### src/rtl/cpd_pkg.sv
package cpd_pkg;

    // clock and link timing
    localparam int CLK_PERIOD_NS = 4;
    localparam int CLK_HZ        = 250_000_000;
    localparam int SCLK_HALF_NS  = 64;
    localparam int SCLK_HALF_CYC = (SCLK_HALF_NS + CLK_PERIOD_NS - 1)
                                   / CLK_PERIOD_NS;
    localparam int ALGO_RST_NS   = 40;
    localparam int ALGO_RST_CYC  = (ALGO_RST_NS + CLK_PERIOD_NS - 1)
                                   / CLK_PERIOD_NS;
    localparam int PD_CLK_HZ     = 125;
    localparam int PD_TICK_CYC   = CLK_HZ / PD_CLK_HZ;

    // channel layout
    localparam int NUM_CH  = 8;
    localparam int NUM_DEC = 4;
    localparam int SMP_W   = 16;

    // command byte tags, bits [7:2]; bits [1:0] carry the chip id
    localparam logic [5:0] CONF_TAG  = 6'h08;
    localparam logic [5:0] PWRUP_TAG = 6'h04;
    localparam logic [5:0] PWRDN_TAG = 6'h02;

    localparam logic [1:0] GAIN_0DB  = 2'h0;
    localparam logic [1:0] GAIN_P6   = 2'h1;
    localparam logic [1:0] GAIN_M12  = 2'h2;
    localparam logic [1:0] GAIN_M6   = 2'h3;

    localparam logic [1:0] MODE_OFF   = 2'h0;
    localparam logic [1:0] MODE_ONE   = 2'h1;
    localparam logic [1:0] MODE_TWO   = 2'h2;
    localparam logic [1:0] MODE_THREE = 2'h3;

    typedef logic signed [4:0]  cpd_db_t;
    typedef logic [NUM_CH-1:0]  cpd_mask_t;
    typedef logic [SMP_W-1:0]   cpd_smp_t;

    localparam cpd_db_t   DB_0     = 5'h00;
    localparam cpd_db_t   DB_P6    = 5'h06;
    localparam cpd_db_t   DB_M12   = 5'h14;
    localparam cpd_db_t   DB_M6    = 5'h1a;
    localparam cpd_mask_t MASK_RST = 8'h00;

    // host register port
    localparam int         REG_W         = 32;
    localparam logic [1:0] HREG_TX       = 2'h0;
    localparam logic [1:0] HREG_STAT     = 2'h1;
    localparam int         TX_LAST_BIT   = 8;
    localparam int         STAT_BUSY_BIT = 0;
    localparam int         STAT_CS_BIT   = 1;
    localparam int         STAT_OVR_BIT  = 2;

    typedef enum logic [2:0] {
        D_HDR   = 3'h0,
        D_BEGIN = 3'h1,
        D_HI    = 3'h3,
        D_LO    = 3'h2,
        D_SKIP  = 3'h6
    } cpd_dst_t;

    typedef enum logic [1:0] {
        H_IDLE  = 2'h0,
        H_SHIFT = 2'h1,
        H_HOLD  = 2'h3,
        H_END   = 2'h2
    } cpd_hst_t;

endpackage
### src/rtl/cpd_if.sv
`timescale 1ns/1ns
interface cpd_if;
    logic sclk;
    logic cs_n;
    logic sdi;
    modport host (output sclk, output cs_n, output sdi);
    modport dev  (input sclk, input cs_n, input sdi);
endinterface

### src/rtl/cpd_dev.sv
`timescale 1ns/1ns
module cpd_dev #(
    parameter int PD_TICK_CYC = cpd_pkg::PD_TICK_CYC
) (
    // clock and reset
    input  wire logic                                clk,
    input  wire logic                                rst_n,
    // command link
    cpd_if.dev                                       link,
    // chip id straps
    input  wire logic                                chip_id_high_pin,
    input  wire logic                                chip_id_low_pin,
    // decode channel output samples
    input  cpd_pkg::cpd_smp_t [cpd_pkg::NUM_DEC-1:0] dec_smp,
    input  wire logic [cpd_pkg::NUM_DEC-1:0]         dec_smp_vld,
    // channel configuration
    output cpd_pkg::cpd_db_t  [cpd_pkg::NUM_CH-1:0]  ch_gain_db,
    output cpd_pkg::cpd_mask_t [cpd_pkg::NUM_CH-1:0] ch_mix_mask,
    output logic [cpd_pkg::NUM_CH-1:0]               ch_is_decode,
    output cpd_pkg::cpd_smp_t [cpd_pkg::NUM_DEC-1:0] ec_ref,
    // power control
    output logic                                     proc_halt,
    output logic                                     pll_en,
    output logic                                     slow_clk_sel,
    output logic                                     algo_reset,
    output logic                                     pd_tick
);
    import cpd_pkg::*;

    // sync order: {id_hi, id_lo, sclk, cs_n, sdi}
    logic [4:0]  sync1;
    logic [4:0]  sync2;
    logic        sclk_d;
    logic        cs_d;
    logic        sclk_rise;
    logic        cs_rise;
    logic        cs_act;
    logic [1:0]  my_id;
    logic [7:0]  rx_sh;
    logic [2:0]  bit_cnt;
    logic        byte_vld;
    cpd_dst_t    state;
    logic [3:0]  ptr;
    logic [7:0]  hi_byte;
    logic        id_ok;
    logic        pu_cmd;
    logic        pd_cmd;
    logic        entry_done;
    logic [$clog2(ALGO_RST_CYC+1)-1:0] rst_cnt;
    logic [$clog2(PD_TICK_CYC+1)-1:0]  pd_cnt;

    function automatic cpd_db_t gain_db(input logic [1:0] code);
        cpd_db_t g;
        g = DB_0;
        case (code)
            GAIN_P6:  g = DB_P6;
            GAIN_M12: g = DB_M12;
            GAIN_M6:  g = DB_M6;
            default:  g = DB_0;
        endcase
        return g;
    endfunction

    // nibbles 8..15 name no channel and add nothing to the mix
    function automatic cpd_mask_t mix_of(input logic [2:0] self,
                                         input logic [1:0] mode,
                                         input logic [3:0] s1,
                                         input logic [3:0] s2,
                                         input logic [3:0] s3);
        cpd_mask_t m;
        m = MASK_RST;
        if (mode != MODE_OFF) begin
            m[self] = 1'b1;
            if (!s1[3]) begin
                m[s1[2:0]] = 1'b1;
            end
        end
        if ((mode == MODE_TWO || mode == MODE_THREE) && !s2[3]) begin
            m[s2[2:0]] = 1'b1;
        end
        if (mode == MODE_THREE && !s3[3]) begin
            m[s3[2:0]] = 1'b1;
        end
        return m;
    endfunction

    // link pins and straps come from outside this clock
    always_ff @(posedge clk or negedge rst_n) begin
        if (!rst_n) begin
            sync1 <= 5'h03;
            sync2 <= 5'h03;
            sclk_d <= 1'b0;
            cs_d <= 1'b1;
        end else begin
            sync1 <= {chip_id_high_pin, chip_id_low_pin,
                      link.sclk, link.cs_n, link.sdi};
            sync2 <= sync1;
            sclk_d <= sync2[2];
            cs_d <= sync2[1];
        end
    end

    assign my_id     = sync2[4:3];
    assign cs_act    = !sync2[1];
    assign sclk_rise = sync2[2] && !sclk_d;
    assign cs_rise   = sync2[1] && !cs_d;

    // byte assembly, msb first, taken on each sclk rise while selected
    always_ff @(posedge clk or negedge rst_n) begin
        if (!rst_n) begin
            rx_sh <= 8'h00;
            bit_cnt <= 3'h0;
            byte_vld <= 1'b0;
        end else begin
            byte_vld <= 1'b0;
            if (!cs_act) begin
                bit_cnt <= 3'h0;
            end else if (sclk_rise) begin
                rx_sh <= {rx_sh[6:0], sync2[0]};
                bit_cnt <= bit_cnt + 3'h1;
                byte_vld <= (bit_cnt == 3'h7);
            end
        end
    end

    assign id_ok  = (rx_sh[1:0] == my_id);
    assign pu_cmd = byte_vld && state == D_HDR && id_ok
                    && rx_sh[7:2] == PWRUP_TAG;
    assign pd_cmd = byte_vld && state == D_HDR && id_ok
                    && rx_sh[7:2] == PWRDN_TAG;
    assign entry_done = byte_vld && state == D_LO;

    // sequence walker; deselect always returns to header
    always_ff @(posedge clk or negedge rst_n) begin
        if (!rst_n) begin
            state <= D_HDR;
            ptr <= 4'h0;
            hi_byte <= 8'h00;
        end else if (cs_rise) begin
            state <= D_HDR;
        end else if (byte_vld) begin
            case (state)
                D_HDR: begin
                    if (id_ok && rx_sh[7:2] == CONF_TAG) begin
                        state <= D_BEGIN;
                    end else begin
                        state <= D_SKIP;
                    end
                end
                D_BEGIN: begin
                    ptr <= (rx_sh[7:3] == 5'h00) ? {1'b0, rx_sh[2:0]}
                                                 : 4'h8;
                    state <= D_HI;
                end
                D_HI: begin
                    hi_byte <= rx_sh;
                    state <= D_LO;
                end
                D_LO: begin
                    if (!ptr[3]) begin
                        ptr <= ptr + 4'h1;
                    end
                    state <= D_HI;
                end
                default: state <= D_SKIP;
            endcase
        end
    end

    // entries past channel 7 are taken but change nothing
    always_ff @(posedge clk or negedge rst_n) begin
        if (!rst_n) begin
            for (int i = 0; i < NUM_CH; i++) begin
                ch_gain_db[i] <= DB_0;
                ch_mix_mask[i] <= MASK_RST;
            end
        end else if (entry_done && !ptr[3]) begin
            ch_gain_db[ptr[2:0]] <= gain_db(hi_byte[7:6]);
            ch_mix_mask[ptr[2:0]] <= mix_of(ptr[2:0], hi_byte[5:4],
                                            hi_byte[3:0], rx_sh[7:4],
                                            rx_sh[3:0]);
        end
    end

    always_comb begin
        for (int i = 0; i < NUM_CH; i++) begin
            ch_is_decode[i] = (i < NUM_DEC);
        end
    end

    // decode channel i feeds encode channel i + NUM_DEC
    always_ff @(posedge clk or negedge rst_n) begin
        if (!rst_n) begin
            for (int i = 0; i < NUM_DEC; i++) begin
                ec_ref[i] <= '0;
            end
        end else begin
            for (int i = 0; i < NUM_DEC; i++) begin
                if (dec_smp_vld[i]) begin
                    ec_ref[i] <= dec_smp[i];
                end
            end
        end
    end

    // power-up holds processing off while the algorithms reset,
    // then lets it run again; power-down holds it off until power-up
    always_ff @(posedge clk or negedge rst_n) begin
        if (!rst_n) begin
            proc_halt <= 1'b0;
            pll_en <= 1'b1;
            slow_clk_sel <= 1'b0;
            algo_reset <= 1'b0;
            rst_cnt <= '0;
        end else if (pu_cmd) begin
            proc_halt <= 1'b1;
            pll_en <= 1'b1;
            slow_clk_sel <= 1'b0;
            algo_reset <= 1'b1;
            rst_cnt <= ($bits(rst_cnt))'(ALGO_RST_CYC);
        end else if (pd_cmd) begin
            proc_halt <= 1'b1;
            pll_en <= 1'b0;
            slow_clk_sel <= 1'b1;
            algo_reset <= 1'b0;
            rst_cnt <= '0;
        end else if (rst_cnt != '0) begin
            rst_cnt <= rst_cnt - 1'b1;
            if (rst_cnt == 1) begin
                algo_reset <= 1'b0;
                proc_halt <= 1'b0;
            end
        end
    end

    // slow clock rate as an enable pulse while powered down
    always_ff @(posedge clk or negedge rst_n) begin
        if (!rst_n) begin
            pd_cnt <= '0;
            pd_tick <= 1'b0;
        end else if (!slow_clk_sel) begin
            pd_cnt <= '0;
            pd_tick <= 1'b0;
        end else if (pd_cnt == ($bits(pd_cnt))'(PD_TICK_CYC - 1)) begin
            pd_cnt <= '0;
            pd_tick <= 1'b1;
        end else begin
            pd_cnt <= pd_cnt + 1'b1;
            pd_tick <= 1'b0;
        end
    end

endmodule

### src/flat_wrapper.sv
// flat-port wrapper written by rule: the top's interface ports become plain ports
module cpd_dev_flat import cpd_pkg::*;
#(
    parameter int PD_TICK_CYC = cpd_pkg::PD_TICK_CYC
)
  (clk, rst_n, chip_id_high_pin, chip_id_low_pin, dec_smp, dec_smp_vld, ch_gain_db, ch_mix_mask, ch_is_decode, ec_ref, proc_halt, pll_en, slow_clk_sel, algo_reset, pd_tick, link_sclk, link_cs_n, link_sdi);
  cpd_if link_i ();
  input  wire logic clk;
  input  wire logic rst_n;
  input  wire logic chip_id_high_pin;
  input  wire logic chip_id_low_pin;
  input  cpd_pkg::cpd_smp_t [cpd_pkg::NUM_DEC-1:0] dec_smp;
  input  wire logic [cpd_pkg::NUM_DEC-1:0] dec_smp_vld;
  output cpd_pkg::cpd_db_t  [cpd_pkg::NUM_CH-1:0] ch_gain_db;
  output cpd_pkg::cpd_mask_t [cpd_pkg::NUM_CH-1:0] ch_mix_mask;
  output logic [cpd_pkg::NUM_CH-1:0] ch_is_decode;
  output cpd_pkg::cpd_smp_t [cpd_pkg::NUM_DEC-1:0] ec_ref;
  output logic proc_halt;
  output logic pll_en;
  output logic slow_clk_sel;
  output logic algo_reset;
  output logic pd_tick;
  input wire logic [$bits(link_i.sclk)-1:0] link_sclk;
  input wire logic [$bits(link_i.cs_n)-1:0] link_cs_n;
  input wire logic [$bits(link_i.sdi)-1:0] link_sdi;
  assign link_i.sclk = link_sclk;
  assign link_i.cs_n = link_cs_n;
  assign link_i.sdi = link_sdi;
  cpd_dev #(.PD_TICK_CYC(PD_TICK_CYC)) u_core (.clk(clk), .rst_n(rst_n), .link(link_i), .chip_id_high_pin(chip_id_high_pin), .chip_id_low_pin(chip_id_low_pin), .dec_smp(dec_smp), .dec_smp_vld(dec_smp_vld), .ch_gain_db(ch_gain_db), .ch_mix_mask(ch_mix_mask), .ch_is_decode(ch_is_decode), .ec_ref(ec_ref), .proc_halt(proc_halt), .pll_en(pll_en), .slow_clk_sel(slow_clk_sel), .algo_reset(algo_reset), .pd_tick(pd_tick));
endmodule
### config.mk
export PLATFORM = sky130hd
export DESIGN_NAME = cpd_dev_flat
export DESIGN_NICKNAME = d
export VERILOG_FILES = /design/src/rtl/cpd_pkg.sv /design/src/rtl/cpd_if.sv /design/src/rtl/cpd_dev.sv /design/src/flat_wrapper.sv
export SDC_FILE = /design/constraint.sdc
export NUM_CORES = 1
export LEC_CHECK = 0
export ABC_AREA = 1
export BUFFER_PORTS_ARGS = -buffer_cell sky130_fd_sc_hd__buf_2
export CAP_MARGIN = 0
export CORE_MARGIN = 2
export CORE_UTILIZATION = 57
export DETAILED_ROUTE_END_ITERATION = 6
export PLACE_DENSITY = 0.85
export SLEW_MARGIN = 20
export SYNTH_ARGS = -nofsm -noshare
export SYNTH_HDL_FRONTEND = slang
export SYNTH_SLANG_ARGS = --single-unit
### constraint.sdc
create_clock -name clk -period 2.7 [get_ports clk]
set_clock_uncertainty 0.15 [all_clocks]
set_input_delay 0.405 -clock clk [delete_from_list [all_inputs] [get_ports clk]]
set_output_delay 0.405 -clock clk [all_outputs]
set_load 0.03 [all_outputs]
==> summary.md <==
| Metric | Value |
|---|---|
| First-pass GRT wire length | 41.6 mm |
| Clk sinks | 229 |
| GRT Residual Overflow | 0 |
| Starting density of the core | 0.587 |
| Nature of the critical path startpoint | flop |
| Cell depth of the worst flop-to-flop path | 7 |
| Unrepaired setup endpoints after global routing | false |
| Area Overhead vs Synth | 28.8% |
| Critical path's most frequent cell | nand2_1 |
| Clock-pin slew on the worst setup and hold paths | 0.06 ns |
| Drt initial violations | 533 |
| Wire length per cell | 17.3 µm |
| N_diodes | 0 |
| CP Max Fanout | 8 |
| Die W | 135 µm |
| Max clock buf depth | 3 |
| Max-Cap Viols | 0 |
| HP Class | in -> reg |
| Residual DRC | 0 |
| Max stage delay on crit path | 0.71 ns |
| Syn_area_per_cell | 9.69 µm² |
| Die height | 135 µm |
| Worst EP required | 2.90 ns |
| Nets@finish | 1,410 |
| Hpwl dp | 16.8 mm |
| Setup violations, final | 0 |
| Via count | 8,197 |
| Worst-Margin Slew | 0.922 ns |
| R2R Setup Slk | 0.58 ns |
| Die ar. | 18,300 µm² |
| Post-CTS setup buffer count | 0 |
| Synth Area in Simple Gates | 0.222 |
| Synth Area in Compound Gates | 0.0406 |
| Sequential area share after synthesis | 0.585 |
| Start point of the critical path | u_core.rx_sh[3] |
| Hold_ws | 0.00518 ns |
| Xor and xnor area share after synthesis | 0.00714 |
| CP max-delay cell | a21oi_1 |
| Placed cell count | 1,454 |
| FP Rows | 47 |
| Port buffer count | 239 |
| Root Driver | clkbuf_16 |
| CP endpoint kind | flop |
| P_leak | 6.81 nW |
| FMAX | 472 MHz |
| Crit share post-route | 0.784 |
| Max-slew violations | 0 |
| Mapped Area | 9810 µm² |
| Largest net degree at the start of global routing | 76 |
| Post-synthesis mux area share | 0.0745 |
| H-tree depth | 1 |
| P per Cell Area | 648 nW/µm² |
| Core area | 16,700 µm² |
| Post-Layout Cell Count | 1,559 |
| Setup crit end | u_core.ch_mix_mask[41] |
| Worst setup path class | reg -> reg |
| Synth cell types | 33 |
| Status | finished clean |
| Yosys reg bits | 229 |
| Mean number of vias per cell | 5.26 |
| Ys Warns | 0 |
| Initial antenna violation count | 0 |
| CP cell instances | inv_1, nand3_1, nor2_1, nand2_1, nand2_1, a21oi_1, o21ai_0 |
| CTS buffer count | 24 |
| Routed WL | 26.9 mm |
| Routability cong. | 0.960 |
| Worst IR Drop VDD | 0.000665 V |
| DRT Pass-1 Iters | 5 |
| Min Clock Period, post-route | 2.12 ns |
| Arrival time worst endpoint | 2.32 ns |
| Worst r2r dst | u_core.ch_mix_mask[41] |
| Total Neg Setup Slack | 0 ns |
| Worst r2r src | u_core.rx_sh[3] |
| Largest family of logic cells by synthesized area | simple AND/OR/NAND/NOR gates |
| GRT Total Usage | 0.290 |
| Adder-cell share of the synthesized area | 0.0128 |
| Final hold violations | 0 |
| Clk_lat worst skew | 0.51 ns |
| Top Ports | 256 |
| ANT nets after route | 0 |
| Vias in the first global route | 8,007 |
| Syn Inst Count | 1,012 |
| Worst slew margin | 0.385 |
| Hold Path Stages | 2 |
| CTS tree | yes |
| Share of cells above drive strength 1 | 0.285 |
[per-layer routing]
metal | part of all wire | GRT usage | routed length (µm) | vias to the layer above
li1 | - | - | - | 3826
met1 | 0.40 | 0.371 | 10700 | 3957
met2 | 0.51 | 0.506 | 13600 | 364
met3 | 0.072 | 0.0546 | 1940 | 50
met4 | 0.023 | 0.0880 | 631 | 0
met5 | 0 | 0 | 0 | -
[report_power, final]
| group | total [mW] | switching [mW] | internal (mW) |
|---|---|---|---|
| Sequential | 3.74 | 0.140 | 3.60 |
| Clock | 3.40 | 1.32 | 2.07 |
| Combinational | 1.05 | 0.670 | 0.376 |
[cell usage after synthesis, drive strengths merged]
cell    number  area share
nand2      356        0.14
dfrtp      223        0.57
nor2        95       0.052
inv         70       0.029
o21ai       67       0.035
mux2        64       0.073
nand3       40       0.023
buf         31       0.025
nor3        11      0.0056
ha          10       0.013
a21oi        9      0.0046
xor2         8      0.0071
clkbuf       7      0.0027
nand4        7      0.0045
dfstp        6       0.016
conb         2     0.00077
or2          2      0.0013
a211oi       1     0.00077
clkinv       1     0.00038
mux2i        1      0.0010
o22ai        1     0.00064
[cell families after synthesis]
group	count (synthesis)
AND/OR/NAND/NOR	511
flip-flops	229
buffers and inverters	109
AO/OA/AOI/OAI	78
multiplexers	65
adder cells (fa/ha/maj)	10
XOR/XNOR	8
other	2
[metrics by stage]
stage | worst slack (ns) | instance area (µm²) | utilization | power, mW
CTS | 0.644 | 12600 | 0.756 | 8.14
global placement | 0.700 | 11200 | 0.668 | 4.65
floorplan | 1.05 | 9860 | - | 4.38
finish | 0.583 | 12600 | 0.756 | 8.18
detailed placement | 0.664 | 11200 | 0.668 | 4.69
global route | 0.419 | 12600 | 0.756 | 8.47
[worst min path at each step]
stage / startpoint / end / slack, ns
after floorplan: rst_n / u_core.algo_reset / -0.04
after global placement: u_core.sync1[2] / u_core.sync2[2] / 0.18
after detailed placement: u_core.sync1[4] / u_core.sync2[4] / 0.18
after CTS: dec_smp[28] / u_core.ec_ref[28] / 0.00003
after global routing: dec_smp[28] / u_core.ec_ref[28] / 0.002
final: dec_smp[28] / u_core.ec_ref[28] / 0.005
[sequential cells by signal, summed over array words and instances (netlist names)]
signal / flops
u_core.proc_halt: 1
u_core.rst_cnt: 4
u_core.sync2: 5
u_core.sclk_d: 1
u_core.hi_byte: 8
u_core.ch_mix_mask: 64
u_core.pd_cnt: 21
u_core.slow_clk_sel: 1
u_core.algo_reset: 1
u_core.pd_tick: 1
u_core.byte_vld: 1
u_core.cs_d: 1
u_core.state: 3
u_core.pll_en: 1
u_core.ec_ref: 64
u_core.ch_gain_db: 32
u_core.bit_cnt: 3
u_core.sync1: 5
u_core.rx_sh: 8
u_core.ptr: 4
[worst max-delay path, delay by kind of cell, from the launching register on]
kind / cells / cell delay (ns)
simple gates: 4 / 0.36
buf+inv: 1 / 0.10
flops: 1 / 0.46
compound gates: 2 / 0.89
[repair_timing]
action,CTS,global route
hold buffers,65,0
gates resized for setup,0,0
hold endpoints to repair,129,0
[layout by cell type (no fill, tap or decap), types with 16 or more instances in the layout]
| cell | instances |
|---|---|
| o21ai_0 | 55 |
| nor2_1 | 84 |
| conb_1 | 16 |
| nand2_1 | 356 |
| mux2_2 | 64 |
| inv_1 | 60 |
| dfrtp_1 | 223 |
| nand3_1 | 37 |
| buf_2 | 238 |
| clkbuf_16 | 25 |
| dlygate4sd3_1 | 65 |
[area by class of cell]
type | count | area, µm²
clock buffer | 31 | 688
clock inverter | 9 | 126
fill | 1093 | 4070
inverter | 71 | 292
multi-input combinational | 688 | 3560
sequential | 229 | 5740
tap | 220 | 275
timing repair buffer | 311 | 1950
Note: power is estimated with default switching activity, not from simulation.
